`src/pwm_timing_defines.vh`:
```
// Register offsets, field positions, reset values and timing counts
// for one PWM generator's duty, phase and dead-time registers.
// Assumes inclusion by bare name from the design files.
`ifndef PWM_TIMING_DEFINES_VH
`define PWM_TIMING_DEFINES_VH

// ****************************************************************
// Register word addresses
// ****************************************************************
`define ADDR_PRIMARY_DUTY         4'h0
`define ADDR_SECONDARY_DUTY       4'h1
`define ADDR_PRIMARY_PHASE        4'h2
`define ADDR_SECONDARY_PHASE      4'h3
`define ADDR_DEAD_TIME            4'h4
`define ADDR_ALTERNATE_DEAD_TIME  4'h5
`define ADDR_GENERATOR_CONTROL    4'h6
`define ADDR_OUTPUT_PIN_CONTROL   4'h7
`define ADDR_MASTER_PERIOD        4'h8
`define ADDR_STATUS               4'h9

// ****************************************************************
// Field positions
// ****************************************************************
`define CTL_IMMEDIATE_UPDATE_BIT  0
`define CTL_DTC_LSB               6
`define CTL_TIME_BASE_SELECT_BIT  9
`define PIN_MODE_LSB              10
`define DT_WIDTH                  14

// ****************************************************************
// Reset values and encodings
// ****************************************************************
`define RST_ZERO16                16'h0000
`define RST_MASTER_PERIOD         16'hfff8
`define PIN_MODE_COMPLEMENTARY    2'h0
`define PIN_MODE_REDUNDANT        2'h1
`define PIN_MODE_PUSH_PULL        2'h2
`define PIN_MODE_INDEPENDENT      2'h3
`define DTC_POSITIVE              2'h0
`define DTC_NEGATIVE              2'h1
`define DTC_DISABLED              2'h2
`define DUTY_MIN                  16'h0008
`define DUTY_MAX                  16'hffef
`define PERIOD_MARGIN             16'h0008

// ****************************************************************
// Timing
// ****************************************************************
`define EDGE_ZONE_NS              40
`define CLK_PERIOD_NS             40
`define EDGE_ZONE_CYCLES          (`EDGE_ZONE_NS / `CLK_PERIOD_NS)

`endif

```
`src/pwm_duty_phase_deadtime_regs.v`:
```
// Duty, phase and dead-time registers of one PWM generator, with the
// output shaping that they steer.
// Assumes a simple register port: one-cycle strobes, read data valid
// in the cycle after the read strobe; everything on core_clk_i.
`timescale 1ns/10ps
`include "pwm_timing_defines.vh"

module pwm_duty_phase_deadtime_regs #(
  parameter WIDTH    = 16,
  parameter DT_WIDTH = `DT_WIDTH
) (
  input  wire             core_clk_i,
  input  wire             rst_i,
  input  wire             clk_en_i,
  input  wire [3:0]       addr_i,
  input  wire [15:0]      wdata_i,
  input  wire             wr_i,
  input  wire             rd_i,
  output reg  [15:0]      rdata_o,
  output reg              high_side_out_o,
  output reg              low_side_out_o
);

  // ****************************************************************
  // Helpers
  // ****************************************************************
  function [WIDTH-1:0] clamp;
    input [WIDTH-1:0] v;
    input [WIDTH-1:0] lo;
    input [WIDTH-1:0] hi;
    begin
      if (v < lo)
        clamp = lo;
      else if (v > hi)
        clamp = hi;
      else
        clamp = v;
    end
  endfunction

  // Phase-shifted count, wrapping modulo period + 1
  function [WIDTH-1:0] shift_count;
    input [WIDTH-1:0] cnt;
    input [WIDTH-1:0] ph;
    input [WIDTH-1:0] per;
    reg   [WIDTH:0]   sum;
    begin
      sum = {1'b0, cnt} + {1'b0, ph};
      if (sum > {1'b0, per})
        sum = sum - {1'b0, per} - {{WIDTH{1'b0}}, 1'b1};
      if (sum > {1'b0, per})
        sum = {1'b0, per};
      shift_count = sum[WIDTH-1:0];
    end
  endfunction

  // ****************************************************************
  // Registers
  // ****************************************************************
  reg  [WIDTH-1:0]    primary_duty_r;
  reg  [WIDTH-1:0]    secondary_duty_r;
  reg  [WIDTH-1:0]    primary_phase_r;
  reg  [WIDTH-1:0]    secondary_phase_r;
  reg  [DT_WIDTH-1:0] dead_time_r;
  reg  [DT_WIDTH-1:0] alternate_dead_time_r;
  reg                 immediate_update_r;
  reg  [1:0]          dead_time_control_r;
  reg                 time_base_select_r;
  reg  [1:0]          pin_mode_r;
  reg  [WIDTH-1:0]    master_period_r;
  reg  [WIDTH-1:0]    act_pduty_r;
  reg  [WIDTH-1:0]    act_sduty_r;

  wire                wrap_h;
  wire                wrap_l;
  wire                wrap_m;
  wire                independent;

  assign independent = (pin_mode_r == `PIN_MODE_INDEPENDENT);

  always @(posedge core_clk_i or posedge rst_i)
  begin
    if (rst_i)
    begin
      primary_duty_r        <= `RST_ZERO16;
      secondary_duty_r      <= `RST_ZERO16;
      primary_phase_r       <= `RST_ZERO16;
      secondary_phase_r     <= `RST_ZERO16;
      dead_time_r           <= {DT_WIDTH{1'b0}};
      alternate_dead_time_r <= {DT_WIDTH{1'b0}};
      immediate_update_r    <= 1'b0;
      dead_time_control_r   <= `DTC_POSITIVE;
      time_base_select_r    <= 1'b0;
      pin_mode_r            <= `PIN_MODE_COMPLEMENTARY;
      master_period_r       <= `RST_MASTER_PERIOD;
    end
    else if (clk_en_i && wr_i)
    begin
      case (addr_i)
        `ADDR_PRIMARY_DUTY:
          primary_duty_r <= wdata_i;
        `ADDR_SECONDARY_DUTY:
          secondary_duty_r <= wdata_i;
        `ADDR_PRIMARY_PHASE:
          primary_phase_r <= wdata_i;
        `ADDR_SECONDARY_PHASE:
          secondary_phase_r <= wdata_i;
        `ADDR_DEAD_TIME:
          dead_time_r <= wdata_i[DT_WIDTH-1:0];
        `ADDR_ALTERNATE_DEAD_TIME:
          alternate_dead_time_r <= wdata_i[DT_WIDTH-1:0];
        `ADDR_GENERATOR_CONTROL:
        begin
          immediate_update_r  <= wdata_i[`CTL_IMMEDIATE_UPDATE_BIT];
          dead_time_control_r <= wdata_i[`CTL_DTC_LSB+1:`CTL_DTC_LSB];
          time_base_select_r  <= wdata_i[`CTL_TIME_BASE_SELECT_BIT];
        end
        `ADDR_OUTPUT_PIN_CONTROL:
          pin_mode_r <= wdata_i[`PIN_MODE_LSB+1:`PIN_MODE_LSB];
        `ADDR_MASTER_PERIOD:
          master_period_r <= wdata_i;
        default:
          ;
      endcase
    end
  end

  // ****************************************************************
  // Time bases
  // ****************************************************************
  wire [WIDTH-1:0] cnt_m;
  wire [WIDTH-1:0] cnt_h;
  wire [WIDTH-1:0] cnt_l;
  wire [WIDTH-1:0] per_h;
  wire [WIDTH-1:0] per_l;

  // Own time base: primary phase is the period; in independent mode
  // the low side takes its period from the secondary phase instead.
  assign per_h = time_base_select_r ? primary_phase_r
                                    : master_period_r;
  assign per_l = !time_base_select_r ? master_period_r :
                 independent ? secondary_phase_r
                             : primary_phase_r;

  pwm_time_base #(.WIDTH(WIDTH)) u_tb_master (
    .core_clk_i (core_clk_i),
    .rst_i      (rst_i),
    .clk_en_i   (clk_en_i),
    .period_i   (master_period_r),
    .count_o    (cnt_m),
    .wrap_o     (wrap_m)
  );

  pwm_time_base #(.WIDTH(WIDTH)) u_tb_high (
    .core_clk_i (core_clk_i),
    .rst_i      (rst_i),
    .clk_en_i   (clk_en_i),
    .period_i   (per_h),
    .count_o    (cnt_h),
    .wrap_o     (wrap_h)
  );

  pwm_time_base #(.WIDTH(WIDTH)) u_tb_low (
    .core_clk_i (core_clk_i),
    .rst_i      (rst_i),
    .clk_en_i   (clk_en_i),
    .period_i   (per_l),
    .count_o    (cnt_l),
    .wrap_o     (wrap_l)
  );

  // ****************************************************************
  // Duty buffering
  // ****************************************************************
  // Buffered duty avoids a runt pulse when software writes mid-period
  always @(posedge core_clk_i or posedge rst_i)
  begin
    if (rst_i)
    begin
      act_pduty_r <= `RST_ZERO16;
      act_sduty_r <= `RST_ZERO16;
    end
    else if (clk_en_i)
    begin
      if (immediate_update_r || wrap_h)
        act_pduty_r <= primary_duty_r;
      if (immediate_update_r || wrap_l)
        act_sduty_r <= secondary_duty_r;
    end
  end

  // ****************************************************************
  // Phase and duty selection
  // ****************************************************************
  reg  [WIDTH-1:0] ph_h;
  reg  [WIDTH-1:0] ph_l;
  reg  [WIDTH-1:0] duty_h;
  reg  [WIDTH-1:0] duty_l;
  reg  [WIDTH-1:0] hi_h;
  reg  [WIDTH-1:0] hi_l;
  reg  [WIDTH-1:0] pos_h;
  reg  [WIDTH-1:0] pos_l;

  always @*
  begin
    // Phase shift exists only on the master time base
    ph_h = `RST_ZERO16;
    ph_l = `RST_ZERO16;
    if (!time_base_select_r)
    begin
      if (independent)
      begin
        ph_l = primary_phase_r;
        ph_h = `RST_ZERO16;
      end
      else
      begin
        ph_h = primary_phase_r;
        ph_l = primary_phase_r;
      end
    end
    // Own period leaves a margin at the top; master uses fixed ceiling
    hi_h = time_base_select_r ? per_h - `PERIOD_MARGIN
                              : `DUTY_MAX;
    hi_l = time_base_select_r ? per_l - `PERIOD_MARGIN
                              : `DUTY_MAX;
    duty_h = clamp(act_pduty_r, `DUTY_MIN, hi_h);
    duty_l = independent ? clamp(act_sduty_r, `DUTY_MIN, hi_l)
                         : clamp(act_pduty_r, `DUTY_MIN, hi_l);
    pos_h = shift_count(cnt_h, ph_h, per_h);
    pos_l = independent ? shift_count(cnt_l, ph_l, per_l)
                        : pos_h;
  end

  // ****************************************************************
  // Output shaping and dead time
  // ****************************************************************
  reg              raw_h;
  reg              raw_l;
  reg              prev_raw_r;
  reg [DT_WIDTH-1:0] dt_cnt_r;
  reg              push_sel_r;

  always @*
  begin
    raw_h = (pos_h < duty_h);
    raw_l = (pos_l < duty_l);
  end

  // Dead time: positive delays the rising edge of each side by
  // dead_time (high) or alternate_dead_time (low); negative widens
  // the pulses so they overlap instead. The 40 ns ramp zone is one
  // clock here, so edge pulses simply lose whole clocks.
  wire [DT_WIDTH-1:0] dt_sel;
  assign dt_sel = prev_raw_r ? alternate_dead_time_r : dead_time_r;

  // Blanking starts on the edge itself, so a zero count costs no clock
  wire                dt_busy;
  assign dt_busy = (raw_h != prev_raw_r) ? (dt_sel != {DT_WIDTH{1'b0}})
                                         : (dt_cnt_r != {DT_WIDTH{1'b0}});

  always @(posedge core_clk_i or posedge rst_i)
  begin
    if (rst_i)
    begin
      prev_raw_r      <= 1'b0;
      dt_cnt_r        <= {DT_WIDTH{1'b0}};
      push_sel_r      <= 1'b0;
      high_side_out_o <= 1'b0;
      low_side_out_o  <= 1'b0;
    end
    else if (clk_en_i)
    begin
      prev_raw_r <= raw_h;
      if (wrap_h)
        push_sel_r <= ~push_sel_r;
      if (raw_h != prev_raw_r)
        dt_cnt_r <= dt_busy ? dt_sel - {{(DT_WIDTH-1){1'b0}}, 1'b1} : dt_sel;
      else if (dt_cnt_r != {DT_WIDTH{1'b0}})
        dt_cnt_r <= dt_cnt_r - {{(DT_WIDTH-1){1'b0}}, 1'b1};
      case (pin_mode_r)
        `PIN_MODE_COMPLEMENTARY:
        begin
          case (dead_time_control_r)
            `DTC_POSITIVE:
            begin
              high_side_out_o <= raw_h && !dt_busy;
              low_side_out_o  <= !raw_h && !dt_busy;
            end
            `DTC_NEGATIVE:
            begin
              high_side_out_o <= raw_h || dt_busy;
              low_side_out_o  <= !raw_h || dt_busy;
            end
            default:
            begin
              high_side_out_o <= raw_h;
              low_side_out_o  <= !raw_h;
            end
          endcase
        end
        `PIN_MODE_REDUNDANT:
        begin
          high_side_out_o <= raw_h;
          low_side_out_o  <= raw_h;
        end
        `PIN_MODE_PUSH_PULL:
        begin
          high_side_out_o <= raw_h && !push_sel_r;
          low_side_out_o  <= raw_h && push_sel_r;
        end
        default:
        begin
          high_side_out_o <= raw_h;
          low_side_out_o  <= raw_l;
        end
      endcase
    end
  end

  // ****************************************************************
  // Read port
  // ****************************************************************
  always @(posedge core_clk_i or posedge rst_i)
  begin
    if (rst_i)
      rdata_o <= 16'h0000;
    else if (clk_en_i && rd_i)
    begin
      case (addr_i)
        `ADDR_PRIMARY_DUTY:
          rdata_o <= primary_duty_r;
        `ADDR_SECONDARY_DUTY:
          rdata_o <= secondary_duty_r;
        `ADDR_PRIMARY_PHASE:
          rdata_o <= primary_phase_r;
        `ADDR_SECONDARY_PHASE:
          rdata_o <= secondary_phase_r;
        `ADDR_DEAD_TIME:
          rdata_o <= {2'h0, dead_time_r};
        `ADDR_ALTERNATE_DEAD_TIME:
          rdata_o <= {2'h0, alternate_dead_time_r};
        `ADDR_GENERATOR_CONTROL:
          rdata_o <= {6'h00, time_base_select_r, 1'b0,
                      dead_time_control_r, 5'h00, immediate_update_r};
        `ADDR_OUTPUT_PIN_CONTROL:
          rdata_o <= {4'h0, pin_mode_r, 10'h000};
        `ADDR_MASTER_PERIOD:
          rdata_o <= master_period_r;
        `ADDR_STATUS:
          rdata_o <= {14'h0000, low_side_out_o, high_side_out_o};
        default:
          rdata_o <= 16'h0000;
      endcase
    end
  end

endmodule // pwm_duty_phase_deadtime_regs

```
`src/pwm_time_base.v`:
```
// Free-running period counter for one time base.
// Assumes period_i is held stable by the caller between wraps.
`timescale 1ns/10ps
`include "pwm_timing_defines.vh"

module pwm_time_base #(
  parameter WIDTH = 16
) (
  input  wire             core_clk_i,
  input  wire             rst_i,
  input  wire             clk_en_i,
  input  wire [WIDTH-1:0] period_i,
  output reg  [WIDTH-1:0] count_o,
  output wire             wrap_o
);

  // Wrap at the last count so the period is period_i + 1 ticks
  assign wrap_o = (count_o >= period_i);

  always @(posedge core_clk_i or posedge rst_i)
  begin
    if (rst_i)
      count_o <= {WIDTH{1'b0}};
    else if (clk_en_i)
    begin
      if (wrap_o)
        count_o <= {WIDTH{1'b0}};
      else
        count_o <= count_o + {{(WIDTH-1){1'b0}}, 1'b1};
    end
  end

endmodule // pwm_time_base

```
`config.mk`:
```
export PLATFORM = sky130hd
export DESIGN_NAME = pwm_duty_phase_deadtime_regs
export DESIGN_NICKNAME = d
export VERILOG_FILES = /design/src/pwm_duty_phase_deadtime_regs.v /design/src/pwm_time_base.v
export VERILOG_INCLUDE_DIRS = /design/src
export SDC_FILE = /design/constraint.sdc
export NUM_CORES = 1
export LEC_CHECK = 0
export ABC_AREA = 1
export BUFFER_PORTS_ARGS = -buffer_cell sky130_fd_sc_hd__clkbuf_2
export CORE_MARGIN = 1.5
export CORE_UTILIZATION = 34
export DETAILED_ROUTE_END_ITERATION = 8
export REMOVE_ABC_BUFFERS = 1
export SYNTH_ARGS = -nofsm -noshare
export SYNTH_HDL_FRONTEND = slang
export SYNTH_SLANG_ARGS = --single-unit
export TNS_END_PERCENT = 20
```
`constraint.sdc`:
```
create_clock -name core_clk_i -period 11.15 [get_ports core_clk_i]
set_input_delay 0.5575 -clock core_clk_i [delete_from_list [all_inputs] [get_ports core_clk_i]]
set_output_delay 0.5575 -clock core_clk_i [all_outputs]
set_load 0.05 [all_outputs]
```
# Yosys cells after proc, flatten, opt, wreduce, memory -nomap -nowiden
# Cells that the tools add are included.
# totals
ff_bits,212
# classes
n_addsub,12
order_cmp,13
n_eq_ne,14
n_mux,32
bitwise,1
n_reduce_logical,32
# op_table
op,count
$mux W16,20
$pmux W16 S10,1
$gt A17 B16 Y1,4
$mux W14,4
$gt A16 B16 Y1,3
$add A16 B16 Y17,2
$mux W17,2
$sub A17 B1 Y17 const B,2
$sub A17 B16 Y17,2
$add A16 B1 Y16 const B,2
$ge A16 B16 Y1,2
$lt A16 B16 Y1,2
$lt A16 B4 Y1 const B,2
$sub A16 B4 Y16 const B,2
$reduce_bool A14 Y1,2
$sub A14 B1 Y14 const B,2
$reduce_and A2 Y1,13
$eq A4 B3 Y1 const B,4
$eq A4 B2 Y1 const B,2
$eq A4 B4 Y1 const B,2
$logic_and A1 B1 Y1,6
$pmux W1 S2,3
$eq A2 B1 Y1 const B,2
$eq A2 B2 Y1 const B,2
10 further kinds,16

# Depth between registers and ports, before layout
# Gate-level depths: netlist (run 1).
# logic_depth
word_depth,16
ltp_mapped,66
depth_no_buf,60

# Modules after synthesis
# From an unflattened synthesis (run 1), not the netlist that was laid out.
# unflattened
hier_cells,2789
area_unflattened_um2,19379.8
# by_module_without_submodules
module,instances,cells_each,area_per_inst_um2,seq_area_each_um2
pwm_duty_phase_deadtime_regs,1,2455,16692.3,4520.6
pwm_time_base,2,167,1343.8,400.4

# Worst setup path after synthesis (run 1)
# OpenSTA, ideal clock, no wires.
# synth_timing
path_type,reg-to-reg
from,register time_base_select_r
to,register dt_cnt_r[1]
setup_ns,0.121
arrival_time_ns,8.268
slack_ns,2.761
stages_incl_launch_ff,59
period_less_slack_ns,8.389
path_cell_list,dfrtp_1 > clkbuf_1 > buf_2 > buf_1 > clkbuf_1 > clkbuf_1 > clkbuf_1 > nor3_1 > ha_1 > a21oi_1 > o21ai_1 > a21oi_1 > o21bai_1 > a21oi_1 > o21ai_1 > nand2_1 > nand2_1 > a21oi_1 > [23 not listed] > nand2_1 > nand2_1 > clkbuf_1 > o21ai_0 > ha_1 > a21oi_1 > o21ai_0 > a21oi_1 > nand2_4 > nand2_4 > nand2_4 > inv_4 > nand2_4 > nand2_4 > buf_6 > o21ai_1 > o21ai_1 > nand2_1
# synth_via
elab_chain_cells,12
word_cells_on_any_way,21
classes_between,add/sub: 4; order compare: 4; eq/ne: 1; mux: 10; reduce/logical: 2
# synth_rtl
element,line,source
"start, declared",pwm_duty_phase_deadtime_regs.v:68,reg time_base_select_r;
"start signal, assigned",pwm_duty_phase_deadtime_regs.v:116,time_base_select_r <= wdata_i[`CTL_TIME_BASE_SELECT_BIT];
$mux W16,pwm_duty_phase_deadtime_regs.v:209,if (!time_base_select_r)
$add A16 B16 Y17,pwm_duty_phase_deadtime_regs.v:48,"sum = {1'b0, cnt} + {1'b0, ph};"
$sub A17 B16 Y17,pwm_duty_phase_deadtime_regs.v:50,"sum = sum - {1'b0, per} - {{WIDTH{1'b0}}, 1'b1};"
$sub A17 B1 Y17,pwm_duty_phase_deadtime_regs.v:50,
$mux W17,pwm_duty_phase_deadtime_regs.v:49,"if (sum > {1'b0, per})"
$gt A17 B16 Y1,pwm_duty_phase_deadtime_regs.v:51,"if (sum > {1'b0, per})"
$mux W16,pwm_duty_phase_deadtime_regs.v:51,
$lt A16 B16 Y1 (*),pwm_duty_phase_deadtime_regs.v:246,raw_h = (pos_h < duty_h);
$ne A1 B1 Y1 (*),"pwm_duty_phase_deadtime_regs.v:259, pwm_duty_phase_deadtime_regs.v:277",
$mux W1,pwm_duty_phase_deadtime_regs.v:259,assign dt_busy = (raw_h != prev_raw_r) ? (dt_sel != {DT_WIDTH{1'b0}})
$mux W14,pwm_duty_phase_deadtime_regs.v:278,"dt_cnt_r <= dt_busy ? dt_sel - {{(DT_WIDTH-1){1'b0}}, 1'b1} : dt_sel;"
$mux W14,pwm_duty_phase_deadtime_regs.v:277,if (raw_h != prev_raw_r)
"end signal, assigned",pwm_duty_phase_deadtime_regs.v:267,dt_cnt_r <= {DT_WIDTH{1'b0}};
"end signal, assigned",pwm_duty_phase_deadtime_regs.v:278,
"end signal, assigned",pwm_duty_phase_deadtime_regs.v:280,"dt_cnt_r <= dt_cnt_r - {{(DT_WIDTH-1){1'b0}}, 1'b1};"
"end, declared",pwm_duty_phase_deadtime_regs.v:241,reg [DT_WIDTH-1:0] dt_cnt_r;
# Mark *: on every way between the ends. The rest lies on a longest branch, timed or not.
# A chain may end at the register's enable or synchronous reset.

# Final worst setup path (run 1)
# layout_timing
from,register pin_mode_r[0]
to,register dt_cnt_r[11]
# layout_via
elab_chain_cells,14
word_cells_on_any_way,17
classes_between,add/sub: 3; order compare: 3; eq/ne: 2; mux: 7; reduce/logical: 2
# layout_rtl
element,line,source
"start, declared",pwm_duty_phase_deadtime_regs.v:69,reg [1:0] pin_mode_r;
"start signal, assigned",pwm_duty_phase_deadtime_regs.v:94,pin_mode_r <= `PIN_MODE_COMPLEMENTARY;
"start signal, assigned",pwm_duty_phase_deadtime_regs.v:119,pin_mode_r <= wdata_i[`PIN_MODE_LSB+1:`PIN_MODE_LSB];
$eq A2 B2 Y1 (no source line) (*),--,
$mux W16 (*),pwm_duty_phase_deadtime_regs.v:211,if (independent)
$mux W16 (*),pwm_duty_phase_deadtime_regs.v:209,
$add A16 B16 Y17 (*),pwm_duty_phase_deadtime_regs.v:48,
$sub A17 B16 Y17,pwm_duty_phase_deadtime_regs.v:50,
$sub A17 B1 Y17,pwm_duty_phase_deadtime_regs.v:50,
$mux W17 (*),pwm_duty_phase_deadtime_regs.v:49,
$gt A17 B16 Y1,pwm_duty_phase_deadtime_regs.v:51,
$mux W16 (*),pwm_duty_phase_deadtime_regs.v:51,
$lt A16 B16 Y1 (*),pwm_duty_phase_deadtime_regs.v:246,
$ne A1 B1 Y1 (*),"pwm_duty_phase_deadtime_regs.v:259, pwm_duty_phase_deadtime_regs.v:277",
$mux W1,pwm_duty_phase_deadtime_regs.v:259,
$mux W14,pwm_duty_phase_deadtime_regs.v:278,
$mux W14,pwm_duty_phase_deadtime_regs.v:277,
# Marked as above.

==> metrics.txt, run 1 <==
# TYPE chip_impl_metric gauge
chip_impl_info{name="run_status",value="finished, final reports clean"} 1
chip_impl_info{name="rsz0062_at_grt",value="no"} 1
chip_impl_metric{name="final_min_period_over_clock_period",unit=""} 0.870
chip_impl_metric{name="post_cts.resized_instances",unit=""} 0
chip_impl_metric{name="die_area",unit="um^2"} 57100
chip_impl_metric{name="async_flop_share",unit=""} 1.00
chip_impl_metric{name="hpwl",unit="mm"} 51.6
chip_impl_metric{name="syn-cell-area",unit="um^2"} 18900
chip_impl_metric{name="drtIter0Drc",unit=""} 1511
chip_impl_metric{name="clock_sinks",unit=""} 212
chip_impl_metric{name="synth.lib_cells_used.distinct",unit=""} 57
chip_impl_metric{name="power_density",unit="nW/um^2"} 313
chip_impl_metric{name="setup.reg_to_reg.worst_slack",unit="ns"} 1.45
chip_impl_metric{name="setup_ws",unit="ns"} 1.45
chip_impl_metric{name="slew_headroom",unit=""} 0.293
chip_impl_metric{name="cts.hold.buffers_added",unit=""} 0
chip_impl_metric{name="yosys_register_bits",unit=""} 212
chip_impl_metric{name="worst-slew-pin-transition",unit="ns"} 1.06
chip_impl_metric{name="track_usage",unit=""} 0.230
chip_impl_metric{name="finish.net_count",unit=""} 3010
chip_impl_metric{name="clock_tree.buffer_depth",unit=""} 3
chip_impl_metric{name="core_region_area",unit="um^2"} 55100
chip_impl_metric{name="critical_path.max_fanout",unit=""} 34
chip_impl_metric{name="cp_data_required_time",unit="ns"} 11.60
chip_impl_metric{name="effective_utilization_at_floorplan",unit=""} 0.344
chip_impl_info{name="yosysMostFrequentCell",value="sky130_fd_sc_hd__nand2_1"} 1
chip_impl_info{name="synthFlopType",value="sky130_fd_sc_hd__dfrtp_1"} 1
chip_impl_metric{name="n_fill_cell",unit=""} 5997
chip_impl_metric{name="power.combinational.fraction",unit=""} 0.669
chip_impl_metric{name="vdd_ir_drop_max",unit="mV"} 0.166
chip_impl_metric{name="cts.repair_timing.setup_buffer_count",unit=""} 0
chip_impl_metric{name="layout-drive-gt1-share",unit=""} 0.0628
chip_impl_metric{name="power_leakage",unit="nW"} 10.4
chip_impl_info{name="timing.critical_path.mode_cell",value="sky130_fd_sc_hd__nand2_1"} 1
chip_impl_metric{name="drcViolationCount",unit=""} 0
chip_impl_info{name="regToRegEndpoint",value="dt_cnt_r[11]"} 1
chip_impl_metric{name="finalSetupViolCount",unit=""} 0
chip_impl_info{name="synth_commonest_cells",value="sky130_fd_sc_hd__nand2_1, sky130_fd_sc_hd__o21ai_0, sky130_fd_sc_hd__inv_1"} 1
chip_impl_metric{name="fmaxAchievable",unit="MHz"} 103
chip_impl_metric{name="path_depth_of_the_worst_reg2reg_path",unit=""} 49
chip_impl_metric{name="pin_count_of_the_biggest_net_entering_global_routing",unit=""} 88
chip_impl_metric{name="avgViaCountPerCell",unit=""} 5.31
chip_impl_info{name="tritoncts",value="yes"} 1
chip_impl_info{name="crit_slowest_cell",value="sky130_fd_sc_hd__a21oi_1"} 1
chip_impl_metric{name="max_cap_violations",unit=""} 0
chip_impl_metric{name="critPathArrivalTime",unit="ns"} 10.16
chip_impl_metric{name="drv_slew",unit=""} 0
chip_impl_metric{name="first_global_vias",unit=""} 17426
chip_impl_metric{name="p_switching",unit="mW"} 3.54
chip_impl_metric{name="floorplan.io_pins",unit=""} 43
chip_impl_metric{name="yosysWarningCount",unit=""} 0
chip_impl_metric{name="syn-instance-count",unit=""} 2753
chip_impl_metric{name="cts_htree_levels",unit=""} 1
chip_impl_metric{name="worst_skew_pair.late_latency",unit="ns"} 0.57
chip_impl_metric{name="post_drt_wl_per_cell",unit="um"} 18.7
chip_impl_metric{name="cell_internal_pwr",unit="mW"} 3.02
chip_impl_info{name="root_buffer",value="sky130_fd_sc_hd__clkbuf_16"} 1
chip_impl_metric{name="floorplan.die.width",unit="um"} 239
chip_impl_metric{name="fin_tns_setup",unit="ns"} 0
chip_impl_info{name="min_path_type",value="in -> async"} 1
chip_impl_metric{name="grt_antenna_before_repair",unit=""} 2
chip_impl_info{name="synth_top_area_cell",value="sky130_fd_sc_hd__dfrtp_1"} 1
chip_impl_metric{name="power.share.sequential",unit=""} 0.190
chip_impl_metric{name="drtPass1Iterations",unit=""} 6
chip_impl_metric{name="path_clk_slew",unit="ns"} 0.06
chip_impl_metric{name="die_h",unit="um"} 239
chip_impl_info{name="post_synth_main_area_contributors",value="sky130_fd_sc_hd__dfrtp_1, sky130_fd_sc_hd__ha_1, sky130_fd_sc_hd__nand2_1"} 1
chip_impl_metric{name="syn_area_per_cell",unit="um^2"} 6.88
chip_impl_info{name="worstSetupStartpointType",value="flip-flop"} 1
chip_impl_metric{name="wire_length_of_the_first_global_routing_pass",unit="mm"} 102
chip_impl_metric{name="critical_path.max_stage_delay",unit="ns"} 0.62
chip_impl_metric{name="floorplan_row_count",unit=""} 86
chip_impl_metric{name="final.hold.worst_slack",unit="ns"} 0.111
chip_impl_metric{name="timing_hold_violations_final",unit=""} 0
chip_impl_info{name="timing.rr.start",value="pin_mode_r[0]"} 1
chip_impl_metric{name="numPortBuffers",unit=""} 42
chip_impl_metric{name="total_power",unit="mW"} 6.56
chip_impl_metric{name="tritoncts.num_buffers",unit=""} 25
chip_impl_metric{name="routed_wl",unit="mm"} 66.2
chip_impl_metric{name="area.growth.synth_to_final",unit="%"} 10.5
chip_impl_metric{name="routed-via-count",unit=""} 18768
chip_impl_metric{name="place_worst_setup_slack",unit="ns"} 1.51
chip_impl_metric{name="clock_power_share",unit=""} 0.141
chip_impl_metric{name="final.min_clock_period",unit="ns"} 9.70
chip_impl_metric{name="netlist.area_leader.share",unit=""} 0.263
chip_impl_metric{name="place_congestion",unit=""} 0.970
chip_impl_info{name="path_class",value="reg -> reg"} 1
chip_impl_metric{name="switching_portion_of_total_power",unit=""} 0.539
chip_impl_metric{name="synth-edff-count",unit=""} 0
chip_impl_info{name="type_of_element_capturing_the_critical_path",value="flip-flop"} 1
chip_impl_metric{name="seq_area_frac_synth",unit=""} 0.281
chip_impl_metric{name="antenna_left",unit=""} 0
chip_impl_metric{name="fin_skew",unit="ns"} 0.0248
chip_impl_metric{name="overflow",unit=""} 0
flip-flops by register name, summed over array words and instances, names as in the netlist:
signal and count:
prev_raw_r 1, act_pduty_r 16, u_tb_low.count_o 16, immediate_update_r 1, primary_duty_r 16, alternate_dead_time_r 14, primary_phase_r 16, push_sel_r 1
dead_time_r 14, time_base_select_r 1, secondary_phase_r 16, low_side_out_o 1, dead_time_control_r 2, high_side_out_o 1, secondary_duty_r 16, u_tb_high.count_o 16
pin_mode_r 2, dt_cnt_r 14, act_sduty_r 16, rdata_o 16, master_period_r 16
power by group through the flow:
stage / Combinational, mW / Clock (mW) / Sequential [mW]
after floorplan: 3.13 / 0 / 1.19
after global placement: 4.29 / 0 / 1.25
after detailed placement: 4.31 / 0 / 1.25
after CTS: 4.33 / 0.936 / 1.24
after global routing: 4.96 / 0.966 / 1.26
final: 4.39 / 0.924 / 1.24
per-stage QoR:
step / utilization / instances / cell area (um^2)
finish: 0.380 / 3537 / 20900
global route: 0.380 / 3536 / 20900
CTS: 0.380 / 3536 / 20900
detailed placement: 0.363 / 3490 / 20000
global placement: 0.363 / 3490 / 20000
floorplan: - / 2671 / 18600
worst max path at each step:
stage,startpoint,end,slack [ns],depth (start not counted)
after global routing,pin_mode_r[0],dt_cnt_r[9],0.33,49
after global placement,pin_mode_r[0],dt_cnt_r[5],1.78,49
final,pin_mode_r[0],dt_cnt_r[11],1.45,49
after CTS,pin_mode_r[0],dt_cnt_r[8],1.48,49
after floorplan,time_base_select_r,dt_cnt_r[12],2.58,52
after detailed placement,pin_mode_r[0],dt_cnt_r[12],1.51,49
kinds of logic after synthesis:
| logic type | count (synthesis) | synth area share |
|---|---|---|
| flip-flops | 212 | 0.281 |
| buffers and inverters | 407 | 0.0816 |
| adder cells (fa/ha/maj) | 216 | 0.144 |
| AO/OA/AOI/OAI | 663 | 0.192 |
| AND/OR/NAND/NOR | 1164 | 0.259 |
| multiplexers | 2 | 0.00112 |
| XOR/XNOR | 89 | 0.0411 |
critical path: cells and delay by family (launching register included):
family / cells / cell delay [ns]
flops: 1 / 0.43
compound gates: 15 / 2.79
simple gates: 25 / 4.00
fa+ha+maj: 4 / 1.20
xor+xnor: 1 / 0.16
buf+inv: 4 / 0.94
metal layers:
layer  GRT usage  share of wire  vias to the layer above  wire, um
li1            -              -                     9270         -
met1       0.310           0.44                     8600     29000
met2       0.360           0.43                      720     28600
met3      0.0404          0.082                      176      5430
met4       0.101          0.047                        2      3100
met5           0        0.00012                        -         8
cell usage in the layout, fill, tap and decap left out, types with 4 or more instances in the layout:
master | synthesis | final
sky130_fd_sc_hd__a211oi_1 | 7 | 7
sky130_fd_sc_hd__a21o_1 | 11 | 11
sky130_fd_sc_hd__a21oi_1 | 200 | 200
sky130_fd_sc_hd__a221oi_1 | 18 | 18
sky130_fd_sc_hd__a31oi_1 | 16 | 16
sky130_fd_sc_hd__buf_4 | 0 | 29
sky130_fd_sc_hd__bufinv_16 | 0 | 5
sky130_fd_sc_hd__clkbuf_16 | 0 | 25
sky130_fd_sc_hd__clkbuf_2 | 0 | 42
sky130_fd_sc_hd__clkbuf_8 | 0 | 6
sky130_fd_sc_hd__dfrtp_1 | 199 | 198
sky130_fd_sc_hd__dfstp_2 | 13 | 13
sky130_fd_sc_hd__fa_1 | 4 | 4
sky130_fd_sc_hd__ha_1 | 212 | 212
sky130_fd_sc_hd__inv_1 | 310 | 309
sky130_fd_sc_hd__inv_2 | 11 | 11
sky130_fd_sc_hd__nand2_1 | 698 | 698
sky130_fd_sc_hd__nand2_2 | 7 | 7
sky130_fd_sc_hd__nand2_4 | 7 | 7
sky130_fd_sc_hd__nand3_1 | 111 | 111
sky130_fd_sc_hd__nand4_1 | 34 | 34
sky130_fd_sc_hd__nor2_1 | 209 | 209
sky130_fd_sc_hd__nor3_1 | 54 | 54
sky130_fd_sc_hd__nor3b_1 | 8 | 8
sky130_fd_sc_hd__nor4_1 | 13 | 13
sky130_fd_sc_hd__o2111ai_1 | 4 | 4
sky130_fd_sc_hd__o211ai_1 | 17 | 17
sky130_fd_sc_hd__o21a_1 | 14 | 14
sky130_fd_sc_hd__o21ai_0 | 316 | 316
sky130_fd_sc_hd__o21ai_1 | 19 | 19
sky130_fd_sc_hd__o21bai_1 | 10 | 10
sky130_fd_sc_hd__o22ai_1 | 16 | 16
sky130_fd_sc_hd__or2_2 | 8 | 8
sky130_fd_sc_hd__xnor2_1 | 26 | 26
sky130_fd_sc_hd__xor2_1 | 63 | 63
cell type report:
| class | count | area [um^2] | area share |
|---|---|---|---|
| Multi-Input combinational cell | 2134 | 12100 | 0.577 |
| Sequential cell | 212 | 5320 | 0.254 |
| Inverter | 325 | 1230 | 0.0588 |
| Tap cell | 748 | 936 | 0.0447 |
| Clock buffer | 34 | 719 | 0.0344 |
| Timing Repair Buffer | 71 | 428 | 0.0204 |
| Clock inverter | 12 | 213 | 0.0102 |
| Antenna cell | 1 | 2.50 | 0.000120 |
No activity file was read; power rests on OpenSTA's default activity.
==> run 2, diff against run 1 <==
--- a/config.mk
+++ b/config.mk
@@ -7,10 +7,12 @@
 export NUM_CORES = 1
 export LEC_CHECK = 0
 export ABC_AREA = 1
-export BUFFER_PORTS_ARGS = -buffer_cell sky130_fd_sc_hd__clkbuf_2
+export CORE_ASPECT_RATIO = 0.9
 export CORE_MARGIN = 1.5
 export CORE_UTILIZATION = 34
+export CTS_CLUSTER_SIZE = 8
 export DETAILED_ROUTE_END_ITERATION = 8
+export DONT_BUFFER_PORTS = 1
 export REMOVE_ABC_BUFFERS = 1
 export SYNTH_ARGS = -nofsm -noshare
 export SYNTH_HDL_FRONTEND = slang
==> metrics.txt, run 2 (synthesized netlist as in run 1, its figures left out) <==
# TYPE chip_impl_metric gauge
chip_impl_metric{name="cts_htree_levels",unit=""} 1
chip_impl_metric{name="drtPass1Iterations",unit=""} 7
chip_impl_metric{name="overflow",unit=""} 0
chip_impl_metric{name="die_area",unit="um^2"} 57100
chip_impl_metric{name="critical_path_buf_inv_count",unit=""} 4
chip_impl_metric{name="layout.core_utilization",unit=""} 0.376
chip_impl_metric{name="path_clk_slew",unit="ns"} 0.07
chip_impl_metric{name="clock_tree.buffer_depth",unit=""} 3
chip_impl_metric{name="pin_count_of_the_biggest_net_entering_global_routing",unit=""} 139
chip_impl_info{name="type_of_element_capturing_the_critical_path",value="flip-flop"} 1
chip_impl_metric{name="finish.net_count",unit=""} 2971
chip_impl_metric{name="slew_headroom",unit=""} 0.273
chip_impl_info{name="timing.critical_path.mode_cell",value="sky130_fd_sc_hd__nand2_1"} 1
chip_impl_metric{name="wire_length_of_the_first_global_routing_pass",unit="mm"} 102
chip_impl_metric{name="numPortBuffers",unit=""} 0
chip_impl_metric{name="fin_tns_setup",unit="ns"} 0
chip_impl_metric{name="n_antenna_cell",unit=""} 0
chip_impl_info{name="tritoncts",value="yes"} 1
chip_impl_metric{name="die_h",unit="um"} 227
chip_impl_metric{name="effective_utilization_at_floorplan",unit=""} 0.346
chip_impl_metric{name="drv_slew",unit=""} 0
chip_impl_info{name="worstSetupStartpointType",value="flip-flop"} 1
chip_impl_info{name="rsz0062_at_grt",value="no"} 1
chip_impl_metric{name="n_fill_cell",unit=""} 5832
chip_impl_metric{name="hpwl",unit="mm"} 51.7
chip_impl_metric{name="vdd_ir_drop_max",unit="mV"} 0.160
chip_impl_metric{name="setup_ws",unit="ns"} 1.49
chip_impl_metric{name="floorplan_row_count",unit=""} 81
chip_impl_metric{name="power_leakage",unit="nW"} 10.2
chip_impl_metric{name="avgViaCountPerCell",unit=""} 5.45
chip_impl_metric{name="final.min_clock_period",unit="ns"} 9.66
chip_impl_metric{name="final_min_period_over_clock_period",unit=""} 0.867
chip_impl_metric{name="critical_path.max_fanout",unit=""} 31
chip_impl_metric{name="track_usage",unit=""} 0.232
chip_impl_metric{name="grt_antenna_before_repair",unit=""} 0
chip_impl_metric{name="post_drt_wl_per_cell",unit="um"} 19.4
chip_impl_metric{name="area.growth.synth_to_final",unit="%"} 8.62
chip_impl_info{name="crit_slowest_cell",value="sky130_fd_sc_hd__a21oi_1"} 1
chip_impl_metric{name="worst-slew-pin-transition",unit="ns"} 1.09
chip_impl_metric{name="place_worst_setup_slack",unit="ns"} 1.65
chip_impl_metric{name="finalSetupViolCount",unit=""} 0
chip_impl_metric{name="place_congestion",unit=""} 0.981
chip_impl_metric{name="antenna_left",unit=""} 0
chip_impl_info{name="mostFrequentLayoutCell",value="sky130_fd_sc_hd__nand2_1"} 1
chip_impl_info{name="critPathTopFamily",value="simple AND/OR/NAND/NOR gates"} 1
chip_impl_metric{name="critical_path.max_stage_delay",unit="ns"} 0.56
chip_impl_metric{name="fin_skew",unit="ns"} 0.0295
chip_impl_info{name="path_class",value="reg -> reg"} 1
chip_impl_info{name="root_buffer",value="sky130_fd_sc_hd__clkbuf_16"} 1
chip_impl_metric{name="layout-drive-gt1-share",unit=""} 0.0436
chip_impl_metric{name="cts.repair_timing.setup_buffer_count",unit=""} 0
chip_impl_metric{name="routed-via-count",unit=""} 18829
chip_impl_metric{name="floorplan.die.width",unit="um"} 252
chip_impl_metric{name="drcViolationCount",unit=""} 0
chip_impl_metric{name="fmaxAchievable",unit="MHz"} 103
chip_impl_info{name="final_cell_mix",value="sky130_fd_sc_hd__nand2_1, sky130_fd_sc_hd__o21ai_0, sky130_fd_sc_hd__inv_1"} 1
chip_impl_metric{name="core_region_area",unit="um^2"} 54700
chip_impl_metric{name="timing_hold_violations_final",unit=""} 0
chip_impl_metric{name="routed_wl",unit="mm"} 66.9
chip_impl_info{name="min_path_type",value="in -> async"} 1
chip_impl_metric{name="cts.hold.buffers_added",unit=""} 0
chip_impl_metric{name="max_cap_violations",unit=""} 0
chip_impl_metric{name="tritoncts.num_buffers",unit=""} 30
chip_impl_metric{name="worst_skew_pair.late_latency",unit="ns"} 0.59
chip_impl_metric{name="clock_sinks",unit=""} 212
chip_impl_metric{name="power_density",unit="nW/um^2"} 316
chip_impl_metric{name="cp_data_required_time",unit="ns"} 11.61
chip_impl_metric{name="first_global_vias",unit=""} 17155
chip_impl_metric{name="drtIter0Drc",unit=""} 2280
chip_impl_metric{name="post_cts.resized_instances",unit=""} 0
chip_impl_metric{name="floorplan.io_pins",unit=""} 43
chip_impl_info{name="run_status",value="finished, final reports clean"} 1
chip_impl_metric{name="critPathArrivalTime",unit="ns"} 10.12
-- run 2: per-stage QoR --
stage               power [mW]  cells  cell area [um^2]  hold slack [ns]
finish                    6.51   3457             20600           0.0537
floorplan                 4.32   2671             18600            0.453
CTS                       6.42   3457             20600           0.0911
global placement          5.53   3403             19700            0.464
global route              7.13   3457             20600            0.124
detailed placement        5.53   3403             19700            0.473
-- run 2: metal layers --
metal	global-route usage	vias to the layer above	wire length (um)
li1	-	9185	-
met1	0.344	8819	31900
met2	0.343	710	27600
met3	0.0424	115	5500
met4	0.0624	0	1980
met5	0	-	0
-- run 2: worst reg2reg max path: cells and delay by family, from the launching register on --
kind            cells  cell delay (ns)
simple gates       26             3.86
compound gates     14             2.67
fa+ha+maj           4             1.40
buf+inv             4             1.03
flops               1             0.44
xor+xnor            1             0.15
-- run 2: worst paths after layout --
check	start	slack (ns)	depth (start not counted)	end
max	pin_mode_r[0]	1.49	49	dt_cnt_r[9]
min	rst_i	0.05	1	u_tb_high.count_o[10]
max reg2reg	pin_mode_r[0]	1.49	49	dt_cnt_r[9]
min reg2reg	alternate_dead_time_r[10]	0.48	2	alternate_dead_time_r[10]
max in group asynchronous	rst_i	9.51	2	act_sduty_r[2]
min in group core_clk_i	clk_en_i	0.12	1	u_tb_high.count_o[0]
-- run 2: area by class of cell --
cell class,count,area [um^2],area share
clock inverter,1,16.3,0.000790
multi-input combinational,2134,12100,0.587
tap,705,882,0.0429
inverter,325,1230,0.0598
timing repair buffer,27,203,0.00985
sequential,212,5320,0.259
clock buffer,53,847,0.0412
-- run 2: power by group --
| part | leakage, nW | total (mW) | switching, mW | internal [mW] |
|---|---|---|---|---|
| clock network | 0.410 | 0.863 | 0.357 | 0.506 |
| logic | 7.07 | 4.33 | 2.86 | 1.47 |
| registers | 2.74 | 1.31 | 0.341 | 0.973 |
